`src/design/lmx_defines.vh`:
```
`ifndef LMX_DEFINES_VH
`define LMX_DEFINES_VH

// ****************************************
// operation, size and form codes
// ****************************************
`define LMX_OP_AND 3'h0
`define LMX_OP_OR 3'h1
`define LMX_OP_XOR 3'h2
`define LMX_OP_NOT 3'h3
`define LMX_OP_MUL 3'h4
`define LMX_OP_DIV 3'h5

`define LMX_SZ_BYTE 2'h0
`define LMX_SZ_WORD 2'h1
`define LMX_SZ_LONG 2'h2

`define LMX_FM_ACC 2'h0
`define LMX_FM_IMM 2'h1
`define LMX_FM_REG 2'h2
`define LMX_FM_MEM 2'h3

// ****************************************
// flag vector bit positions
// ****************************************
`define LMX_FLG_N 3
`define LMX_FLG_Z 2
`define LMX_FLG_V 1
`define LMX_FLG_C 0

// ****************************************
// cycle counts, memory forms add correction
// ****************************************
`define LMX_CYC_ILLEGAL 8'h01
`define LMX_CYC_LOG_ACC 8'h02
`define LMX_CYC_LOG_IMM 8'h02
`define LMX_CYC_LOG_REG 8'h03
`define LMX_CYC_LOG_MEM_SRC 8'h04
`define LMX_CYC_LOG_MEM_RMW 8'h05
`define LMX_CYC_LONG_REG 8'h06
`define LMX_CYC_LONG_MEM 8'h07
`define LMX_CYC_MUB_ACC_Z 8'h03
`define LMX_CYC_MUB_ACC_NZ 8'h07
`define LMX_CYC_MUB_REG_Z 8'h04
`define LMX_CYC_MUB_REG_NZ 8'h08
`define LMX_CYC_MUB_MEM_Z 8'h05
`define LMX_CYC_MUB_MEM_NZ 8'h09
`define LMX_CYC_MUW_ACC_Z 8'h03
`define LMX_CYC_MUW_ACC_NZ 8'h0B
`define LMX_CYC_MUW_REG_Z 8'h04
`define LMX_CYC_MUW_REG_NZ 8'h0C
`define LMX_CYC_MUW_MEM_Z 8'h05
`define LMX_CYC_MUW_MEM_NZ 8'h0D
`define LMX_CYC_DVB_ACC_Z 8'h03
`define LMX_CYC_DVB_ACC_OV 8'h07
`define LMX_CYC_DVB_ACC_N 8'h0F
`define LMX_CYC_DVB_REG_Z 8'h04
`define LMX_CYC_DVB_REG_OV 8'h08
`define LMX_CYC_DVB_REG_N 8'h10
`define LMX_CYC_DVB_MEM_Z 8'h06
`define LMX_CYC_DVB_MEM_OV 8'h09
`define LMX_CYC_DVB_MEM_N 8'h13
`define LMX_CYC_DVW_REG_Z 8'h04
`define LMX_CYC_DVW_REG_OV 8'h07
`define LMX_CYC_DVW_REG_N 8'h16
`define LMX_CYC_DVW_MEM_Z 8'h06
`define LMX_CYC_DVW_MEM_OV 8'h08
`define LMX_CYC_DVW_MEM_N 8'h1A

// ****************************************
// access charge multipliers, reset values
// ****************************************
`define LMX_CHG_NONE 2'h0
`define LMX_CHG_ONE 2'h1
`define LMX_CHG_TWO 2'h2
`define LMX_RST_WORD 32'h0000_0000
`define LMX_RST_FLG 4'h0

`endif

```
`src/design/lmx_cycle_timer.v`:
```
`timescale 1ns/100ps
`default_nettype none

// ****************************************
// instruction cycle down-counter
// ****************************************
module lmx_cycle_timer #(
  parameter CNT_W = 8
) (
  // clocking
  input wire clock,
  input wire rst_b,
  input wire ce,
  // control
  input wire load,
  input wire [CNT_W-1:0] load_val,
  // status
  output wire last
);

  reg [CNT_W-1:0] cnt_r;

  always @(posedge clock or negedge rst_b) begin
    if (!rst_b) begin
      cnt_r <= {CNT_W{1'b0}};
    end else if (ce) begin
      if (load) begin
        cnt_r <= load_val;
      end else if (cnt_r != {CNT_W{1'b0}}) begin
        cnt_r <= cnt_r - {{(CNT_W-1){1'b0}}, 1'b1};
      end
    end
  end

  assign last = (cnt_r == {{(CNT_W-1){1'b0}}, 1'b1});

endmodule // lmx_cycle_timer

`default_nettype wire

```
`src/design/lmx_exec_unit.v`:
```
`timescale 1ns/100ps
`default_nettype none
`include "lmx_defines.vh"

module lmx_exec_unit #(
  parameter CORR_W = 4
) (
  // clocking
  input wire clock,
  input wire rst_b,
  input wire ce,
  // instruction request
  input wire start,
  input wire [2:0] op,
  input wire [1:0] size,
  input wire [1:0] form,
  input wire dest_opnd,
  input wire [CORR_W-1:0] corr_a,
  // operands
  input wire [31:0] acc_in,
  input wire [31:0] opnd_in,
  input wire [15:0] imm_in,
  // completion
  output reg busy_r,
  output reg done_r,
  output reg illegal_r,
  // results
  output reg [31:0] acc_out_r,
  output reg acc_we_r,
  output reg [31:0] opnd_out_r,
  output reg opnd_we_r,
  output reg [3:0] flags_r,
  output reg [3:0] flags_we_r,
  // memory access accounting
  output reg rmw_r,
  output reg [1:0] charge_r
);

  // ****************************************
  // helpers
  // ****************************************
  function [7:0] mem_cyc;
    input [7:0] base;
    input [CORR_W-1:0] corr;
    begin
      mem_cyc = base + {{(8-CORR_W){1'b0}}, corr};
    end
  endfunction

  function [7:0] pick3;
    input zero;
    input ovf;
    input [7:0] cz;
    input [7:0] co;
    input [7:0] cn;
    begin
      pick3 = zero ? cz : (ovf ? co : cn);
    end
  endfunction

  function [31:0] logic_fn;
    input [2:0] f;
    input [31:0] a;
    input [31:0] b;
    begin
      case (f)
        `LMX_OP_AND: logic_fn = a & b;
        `LMX_OP_OR: logic_fn = a | b;
        `LMX_OP_XOR: logic_fn = a ^ b;
        default: logic_fn = ~a;
      endcase
    end
  endfunction

  // ****************************************
  // operand selection and arithmetic
  // ****************************************
  wire is_mem = (form == `LMX_FM_MEM);
  wire is_acc = (form == `LMX_FM_ACC);
  wire is_byte = (size == `LMX_SZ_BYTE);
  wire is_long = (size == `LMX_SZ_LONG);

  // multiply: accumulator form uses the high part as first factor
  wire [7:0] mb_x = is_acc ? acc_in[23:16] : opnd_in[7:0];
  wire [15:0] mb_prod = mb_x * acc_in[7:0];
  wire [15:0] mw_x = is_acc ? acc_in[31:16] : opnd_in[15:0];
  wire [31:0] mw_prod = mw_x * acc_in[15:0];

  // byte divide: accumulator form divides high word by low byte
  wire [15:0] db_dvd = is_acc ? acc_in[31:16] : acc_in[15:0];
  wire [7:0] db_dvs = is_acc ? acc_in[7:0] : opnd_in[7:0];
  wire db_dz = (db_dvs == 8'h00);
  wire [15:0] db_q = db_dz ? 16'hFFFF : db_dvd / {8'h00, db_dvs};
  wire [15:0] db_rm = db_dz ? 16'h0000 : db_dvd % {8'h00, db_dvs};
  wire db_ovf = db_dz | (db_q[15:8] != 8'h00);
  wire db_zero = !db_ovf && (db_q[7:0] == 8'h00);

  wire [15:0] dw_dvs = opnd_in[15:0];
  wire dw_dz = (dw_dvs == 16'h0000);
  wire [31:0] dw_q = dw_dz ? 32'hFFFF_FFFF : acc_in / {16'h0000, dw_dvs};
  wire [31:0] dw_rm = dw_dz ? 32'h0000_0000 : acc_in % {16'h0000, dw_dvs};
  wire dw_ovf = dw_dz | (dw_q[31:16] != 16'h0000);
  wire dw_zero = !dw_ovf && (dw_q[15:0] == 16'h0000);

  // logic: second source is high word, immediate, operand or accumulator
  wire not_op = (op == `LMX_OP_NOT);
  wire lg_to_opnd = not_op ? !is_acc : (dest_opnd && !is_acc && form != `LMX_FM_IMM);
  reg [31:0] lg_b;
  always @* begin
    case (form)
      `LMX_FM_ACC: lg_b = {16'h0000, acc_in[31:16]};
      `LMX_FM_IMM: lg_b = {16'h0000, imm_in};
      default: lg_b = lg_to_opnd ? acc_in : opnd_in;
    endcase
  end
  wire [31:0] lg_a = lg_to_opnd ? opnd_in : acc_in;
  wire [31:0] lg_r = logic_fn(op, lg_a, lg_b);
  wire lg_n = is_byte ? lg_r[7] : (is_long ? lg_r[31] : lg_r[15]);
  wire lg_z = is_byte ? (lg_r[7:0] == 8'h00) :
              (is_long ? (lg_r == 32'h0000_0000) : (lg_r[15:0] == 16'h0000));
  wire [31:0] lg_merge = is_byte ? {lg_a[31:8], lg_r[7:0]} :
                         (is_long ? lg_r : {lg_a[31:16], lg_r[15:0]});

  // ****************************************
  // next result and cycle count
  // ****************************************
  reg [7:0] cyc_nxt;
  reg [31:0] acc_nxt;
  reg [31:0] opd_nxt;
  reg acc_we_nxt;
  reg opd_we_nxt;
  reg [3:0] flg_nxt;
  reg [3:0] flg_we_nxt;
  reg rmw_nxt;
  reg [1:0] chg_nxt;
  reg ill_nxt;

  always @* begin
    cyc_nxt = `LMX_CYC_ILLEGAL;
    acc_nxt = acc_in;
    opd_nxt = opnd_in;
    acc_we_nxt = 1'b0;
    opd_we_nxt = 1'b0;
    flg_nxt = `LMX_RST_FLG;
    flg_we_nxt = 4'h0;
    rmw_nxt = 1'b0;
    chg_nxt = `LMX_CHG_NONE;
    ill_nxt = 1'b0;
    case (op)
      `LMX_OP_MUL: begin
        if (form == `LMX_FM_IMM || is_long) begin
          ill_nxt = 1'b1;
        end else if (is_byte) begin
          acc_we_nxt = 1'b1;
          acc_nxt = {acc_in[31:16], mb_prod};
          chg_nxt = is_mem ? `LMX_CHG_ONE : `LMX_CHG_NONE;
          case (form)
            `LMX_FM_ACC: cyc_nxt = (mb_x == 8'h00) ? `LMX_CYC_MUB_ACC_Z :
                                   `LMX_CYC_MUB_ACC_NZ;
            `LMX_FM_REG: cyc_nxt = (mb_x == 8'h00) ? `LMX_CYC_MUB_REG_Z :
                                   `LMX_CYC_MUB_REG_NZ;
            default: cyc_nxt = mem_cyc((mb_x == 8'h00) ? `LMX_CYC_MUB_MEM_Z :
                                       `LMX_CYC_MUB_MEM_NZ, corr_a);
          endcase
        end else begin
          acc_we_nxt = 1'b1;
          acc_nxt = mw_prod;
          chg_nxt = is_mem ? `LMX_CHG_ONE : `LMX_CHG_NONE;
          case (form)
            `LMX_FM_ACC: cyc_nxt = (mw_x == 16'h0000) ? `LMX_CYC_MUW_ACC_Z :
                                   `LMX_CYC_MUW_ACC_NZ;
            `LMX_FM_REG: cyc_nxt = (mw_x == 16'h0000) ? `LMX_CYC_MUW_REG_Z :
                                   `LMX_CYC_MUW_REG_NZ;
            default: cyc_nxt = mem_cyc((mw_x == 16'h0000) ? `LMX_CYC_MUW_MEM_Z :
                                       `LMX_CYC_MUW_MEM_NZ, corr_a);
          endcase
        end
      end
      `LMX_OP_DIV: begin
        if (form == `LMX_FM_IMM || is_long || (!is_byte && is_acc)) begin
          ill_nxt = 1'b1;
        end else if (is_byte) begin
          flg_we_nxt = 4'b0011;
          flg_nxt = {2'b00, db_ovf, db_ovf};
          acc_we_nxt = !db_ovf;
          if (is_acc) begin
            acc_nxt = {acc_in[31:24], db_rm[7:0], acc_in[15:8], db_q[7:0]};
          end else begin
            acc_nxt = {acc_in[31:8], db_q[7:0]};
            opd_nxt = {opnd_in[31:8], db_rm[7:0]};
            opd_we_nxt = !db_ovf && !(is_mem && db_zero);
          end
          case (form)
            `LMX_FM_ACC: cyc_nxt = pick3(db_zero, db_ovf, `LMX_CYC_DVB_ACC_Z,
                                         `LMX_CYC_DVB_ACC_OV, `LMX_CYC_DVB_ACC_N);
            `LMX_FM_REG: cyc_nxt = pick3(db_zero, db_ovf, `LMX_CYC_DVB_REG_Z,
                                         `LMX_CYC_DVB_REG_OV, `LMX_CYC_DVB_REG_N);
            default: begin
              cyc_nxt = mem_cyc(pick3(db_zero, db_ovf, `LMX_CYC_DVB_MEM_Z,
                                      `LMX_CYC_DVB_MEM_OV, `LMX_CYC_DVB_MEM_N), corr_a);
              chg_nxt = (db_zero | db_ovf) ? `LMX_CHG_ONE : `LMX_CHG_TWO;
            end
          endcase
        end else begin
          flg_we_nxt = 4'b0011;
          flg_nxt = {2'b00, dw_ovf, dw_ovf};
          acc_we_nxt = !dw_ovf;
          acc_nxt = {acc_in[31:16], dw_q[15:0]};
          opd_nxt = {opnd_in[31:16], dw_rm[15:0]};
          opd_we_nxt = !dw_ovf && !(is_mem && dw_zero);
          if (is_mem) begin
            cyc_nxt = mem_cyc(pick3(dw_zero, dw_ovf, `LMX_CYC_DVW_MEM_Z,
                                    `LMX_CYC_DVW_MEM_OV, `LMX_CYC_DVW_MEM_N), corr_a);
            chg_nxt = (dw_zero | dw_ovf) ? `LMX_CHG_ONE : `LMX_CHG_TWO;
          end else begin
            cyc_nxt = pick3(dw_zero, dw_ovf, `LMX_CYC_DVW_REG_Z,
                            `LMX_CYC_DVW_REG_OV, `LMX_CYC_DVW_REG_N);
          end
        end
      end
      `LMX_OP_AND, `LMX_OP_OR, `LMX_OP_XOR, `LMX_OP_NOT: begin
        // only N, Z and V change; carry and the rest are kept
        flg_we_nxt = 4'b1110;
        flg_nxt = {lg_n, lg_z, 1'b0, 1'b0};
        acc_we_nxt = !lg_to_opnd;
        opd_we_nxt = lg_to_opnd;
        acc_nxt = lg_to_opnd ? acc_in : lg_merge;
        opd_nxt = lg_to_opnd ? lg_merge : opnd_in;
        if (is_long) begin
          if (not_op || is_acc || form == `LMX_FM_IMM || dest_opnd) begin
            ill_nxt = 1'b1;
          end else if (is_mem) begin
            cyc_nxt = mem_cyc(`LMX_CYC_LONG_MEM, corr_a);
            chg_nxt = `LMX_CHG_ONE;
          end else begin
            cyc_nxt = `LMX_CYC_LONG_REG;
          end
        end else begin
          case (form)
            `LMX_FM_ACC: begin
              ill_nxt = is_byte && !not_op;
              cyc_nxt = `LMX_CYC_LOG_ACC;
            end
            `LMX_FM_IMM: begin
              ill_nxt = not_op;
              cyc_nxt = `LMX_CYC_LOG_IMM;
            end
            `LMX_FM_REG: cyc_nxt = `LMX_CYC_LOG_REG;
            default: begin
              if (lg_to_opnd) begin
                cyc_nxt = mem_cyc(`LMX_CYC_LOG_MEM_RMW, corr_a);
                rmw_nxt = 1'b1;
                chg_nxt = `LMX_CHG_TWO;
              end else begin
                cyc_nxt = mem_cyc(`LMX_CYC_LOG_MEM_SRC, corr_a);
                chg_nxt = `LMX_CHG_ONE;
              end
            end
          endcase
        end
      end
      default: ill_nxt = 1'b1;
    endcase
    if (ill_nxt) begin
      cyc_nxt = `LMX_CYC_ILLEGAL;
      acc_we_nxt = 1'b0;
      opd_we_nxt = 1'b0;
      flg_we_nxt = 4'h0;
      rmw_nxt = 1'b0;
      chg_nxt = `LMX_CHG_NONE;
    end
  end

  // ****************************************
  // sequencing
  // ****************************************
  wire take = start && !busy_r;
  wire tmr_last;

  lmx_cycle_timer #(
    .CNT_W(8)
  ) u_timer (
    .clock(clock),
    .rst_b(rst_b),
    .ce(ce),
    .load(take),
    .load_val(cyc_nxt),
    .last(tmr_last)
  );

  // results captured when taken, write strobes only with done
  reg acc_we_hold_r;
  reg opd_we_hold_r;
  reg [3:0] flg_we_hold_r;

  always @(posedge clock or negedge rst_b) begin
    if (!rst_b) begin
      busy_r <= 1'b0;
      done_r <= 1'b0;
      illegal_r <= 1'b0;
      acc_out_r <= `LMX_RST_WORD;
      opnd_out_r <= `LMX_RST_WORD;
      acc_we_r <= 1'b0;
      opnd_we_r <= 1'b0;
      flags_r <= `LMX_RST_FLG;
      flags_we_r <= 4'h0;
      rmw_r <= 1'b0;
      charge_r <= `LMX_CHG_NONE;
      acc_we_hold_r <= 1'b0;
      opd_we_hold_r <= 1'b0;
      flg_we_hold_r <= 4'h0;
    end else if (ce) begin
      done_r <= busy_r && tmr_last;
      acc_we_r <= busy_r && tmr_last && acc_we_hold_r;
      opnd_we_r <= busy_r && tmr_last && opd_we_hold_r;
      flags_we_r <= (busy_r && tmr_last) ? flg_we_hold_r : 4'h0;
      if (take) begin
        busy_r <= 1'b1;
        illegal_r <= ill_nxt;
        acc_out_r <= acc_nxt;
        opnd_out_r <= opd_nxt;
        flags_r <= flg_nxt;
        rmw_r <= rmw_nxt;
        charge_r <= chg_nxt;
        acc_we_hold_r <= acc_we_nxt;
        opd_we_hold_r <= opd_we_nxt;
        flg_we_hold_r <= flg_we_nxt;
      end else if (tmr_last) begin
        busy_r <= 1'b0;
      end
    end
  end

endmodule // lmx_exec_unit

`default_nettype wire

```
`config.mk`:
```
export PLATFORM = sky130hd
export DESIGN_NAME = lmx_exec_unit
export DESIGN_NICKNAME = d
export VERILOG_FILES = /design/src/design/lmx_cycle_timer.v /design/src/design/lmx_exec_unit.v
export VERILOG_INCLUDE_DIRS = /design/src /design/src/design
export SDC_FILE = /design/constraint.sdc
export NUM_CORES = 2
export LEC_CHECK = 0
export ABC_AREA = 0
export ABC_CLOCK_PERIOD_IN_PS = 3900
export BUFFER_PORTS_ARGS = -buffer_cell sky130_fd_sc_hd__buf_2
export CAP_MARGIN = 25
export CORE_ASPECT_RATIO = 1.75
export CORE_MARGIN = 2
export CORE_UTILIZATION = 46
export DETAILED_ROUTE_END_ITERATION = 8
export SYNTH_ARGS = -nofsm -noshare
export SYNTH_HDL_FRONTEND = slang
export SYNTH_SLANG_ARGS = --single-unit
```
`constraint.sdc`:
```
create_clock -name clock -period 3.9 [get_ports clock]
set_input_delay 0.39 -clock clock [delete_from_list [all_inputs] [get_ports clock]]
set_output_delay 0.39 -clock clock [all_outputs]
set_load 0.1 [all_outputs]
```
==> impl_metrics.json <==
{
  "hold-worst-slack_ns": 0.354,
  "mostFrequentLayoutCells": "2594 x buf_4, 700 x nand2_1, 640 x ha_1",
  "crit_slowest_cell": "nor3_1",
  "final_period_minus_worst_setup_slack_ns": 80.60,
  "synth.lib_cells_used.distinct": 125,
  "post-dp-hpwl_microns": 201000,
  "floorplan.rows": 156,
  "grt_max_degree": 72,
  "cts_buffer_depth": 2,
  "vias": 64042,
  "gpl.final_weighted_congestion": 1.11,
  "cts_tree": "built",
  "cts_made_buffers": 9,
  "nets_finish": 10177,
  "drive_gt1_share_pct": 39.8,
  "initialDrtViolationCount": 4724,
  "number_of_enable_type_register_cells_in_the_synthesized_netlist": 0,
  "grt.total_usage_pct": 47.3,
  "crit_arrival_ns": 80.88,
  "mappedNetlistArea_sq_um": 47800,
  "wl_per_cell_microns": 24.7,
  "number_of_antenna_violations_at_the_first_check_in_global_routing": 30,
  "drtPass1Iterations": 6,
  "first_pass_grt_wire_length_microns": 380000,
  "critical_path.n_buffers_inverters": 152,
  "core_outline_area_sq_um": 103000,
  "drt-total-wl_microns": 260000,
  "finalClockSkew_ns": 0.0112,
  "timing.final.hold_violations": 0,
  "yosys_warning_count": 0,
  "drt_drc_violations_left": 0,
  "synth_ff_type": "dfrtp_1",
  "clock-sinks": 91,
  "grt_pass1_vias": 66174,
  "die-width_microns": 248,
  "critPathMostFrequentCell": "buf_4",
  "later_pin_clock_latency_in_the_skew_report_ns": 0.39,
  "post_placement_worst_setup_slack_ns": -78.14,
  "least_margin_pin_slew_ns": 1.37,
  "slowest_delay_ns": 1.04,
  "filler_cell_count": 8622,
  "worstHoldPathType": "input port to register",
  "sequential_share_of_the_synthesized_area_pct": 4.76,
  "report.final.slew_viol_count": 0,
  "clock_root_buffer": "clkbuf_16",
  "finalWorstSetupSlack_ns": -76.70,
  "grt_setup_unrepaired": "true",
  "clkSlewWorstSetupHoldPaths_ns": 0.08,
  "synth_area_leader_cell": "ha_1",
  "worst-path-max-fanout": 10,
  "synth-seq-cells": 91,
  "cap_viol_max_count": 0,
  "total_number_of_h_tree_levels": 3,
  "numPlacedInstances": 10081,
  "initial_core_util_pct": 46.3,
  "start_kind": "input port",
  "area_delta_synth_final_pct": 54.4,
  "grt.overflow.total": 0,
  "synth.net_count": 7630,
  "critical_path_required_ns": 4.18,
  "design.die.area_sq_um": 107000,
  "port-buffer-count": 175,
  "worstSetupPathType": "input port to register",
  "netlist.area_leader.share_pct": 18.7,
  "io_pins": 176,
  "vias_per_cell": 6.10,
  "crit_path_end_kind": "register",
  "post_synth_main_area_contributors": "ha_1 19%, fa_1 9.8%, nand2_1 5.7%",
  "max_clock_freq_mhz": 12.4,
  "finalSetupViolCount": 59,
  "relative_max_transition_margin_pct": 8.00,
  "final_antenna_net_count": 0,
  "finalNonFillerCells": 10499,
  "top_family_by_delay_on_critical_path": "compound AO/OA/AOI/OAI gates",
  "outcome": "finished, violations left",
  "netlist_instances": 6586,
  "die_y_microns": 431,
  "syn_avg_cell_area_sq_um": 7.27,
  "layout_worst_path_cycle_share_pct": 2070,
  "final_common_cell": "buf_4",
  "synth_async_sr_flop_share_pct": 100,
  "violations": "setup timing"
}
## what timing repair did
action | CTS | global route
hold buffers | 0 | 1
setup buffers | 298 | 79
gates resized for setup | 300 | 190
gates cloned | 5 | 0
setup endpoints to repair | 60 | 60
hold endpoints to repair | 0 | 12
pin swaps | 206 | 166
## synth_stat cells, drive strengths merged, types with 105 or more instances
| library cell | instances |
|---|---|
| ha | 714 |
| xnor2 | 179 |
| nor3 | 291 |
| a21o | 143 |
| a21oi | 487 |
| mux2 | 107 |
| fa | 234 |
| o21ai | 400 |
| nand3 | 105 |
| clkbuf | 249 |
| inv | 480 |
| o21a | 265 |
| nor2 | 531 |
| o31ai | 132 |
| mux2i | 108 |
| nand2 | 727 |
## layout make-up
| class | instances | area, sq um | share of cell area, % |
|---|---|---|---|
| timing repair buffer | 2843 | 21400 | 29.0 |
| sequential | 91 | 2280 | 3.08 |
| clock buffer | 10 | 229 | 0.310 |
| tap | 1343 | 1680 | 2.27 |
| antenna | 18 | 45.0 | 0.0610 |
| multi-input combinational | 5705 | 46300 | 62.7 |
| inverter | 483 | 1840 | 2.49 |
| clock inverter | 6 | 48.8 | 0.0661 |
## worst reg2reg max path, stage by stage (launching register included)
cell,delay [ns]
dfrtp_1,0.47
or4_1,0.62
o21ai_1,0.52
o21ai_0,0.18
o31ai_1,0.11
a21oi_1,0.09
o21a_1,0.14
a31oi_1,0.15
## layer usage
metal	up-vias	wire length (microns)	global-route usage, %
met5	-	150	0
met3	1651	22400	12.4
li1	28908	-	-
met2	3217	119000	78.8
met1	30242	81800	44.1
met4	24	36200	52.8
## metrics by stage
| stage | area (sq um) | TNS [ns] | utilization [%] |
|---|---|---|---|
| CTS | 72200 | -2820.28 | 69.9 |
| global placement | 68200 | -2919.81 | 66.1 |
| finish | 73900 | -2914.24 | 71.5 |
| global route | 73800 | -3034.99 | 71.5 |
| floorplan | 50400 | -2952.88 | - |
| detailed placement | 68200 | -2983.25 | 66.1 |
## logic make-up (layout without fill, tap and decap cells)
kind of cell | after synthesis | after routing | share of synthesized area (%)
AO/OA/AOI/OAI | 2005 | 2006 | 27.9
other | 0 | 18 | 0
adder cells (fa/ha/maj) | 950 | 950 | 28.5
AND/OR/NAND/NOR | 2259 | 2261 | 22.6
flip-flops | 91 | 91 | 4.76
buffers and inverters | 794 | 3342 | 6.38
XOR/XNOR | 272 | 272 | 5.02
multiplexers | 215 | 216 | 4.81
## final timing paths
check	start	endpoint	slack (ns)	cells past startpoint
max in group asynchronous	rst_b	acc_out_r[7]	2.88	3
min in group asynchronous	rst_b	acc_we_hold_r	0.40	2
worst min register to register	opnd_out_r[24]	opnd_out_r[24]	0.48	2
worst max register to register	u_timer.cnt_r[4]	u_timer.cnt_r[4]	1.55	7
worst max-delay path	opnd_in[9]	u_timer.cnt_r[2]	-76.70	471
worst min-delay path	opnd_in[18]	opnd_out_r[18]	0.35	3
## flip-flops by register name, summed over array words and instances (netlist names), 2 cells and up
| name | count |
|---|---|
| u_timer.cnt_r | 8 |
| opnd_out_r | 32 |
| flags_r | 3 |
| acc_out_r | 32 |
| flg_we_hold_r | 3 |
| flags_we_r | 3 |
| charge_r | 2 |
Power is left out: the tool's default activity adds up to more than one toggle a clock period on the data nets, which glitch-free logic cannot reach.
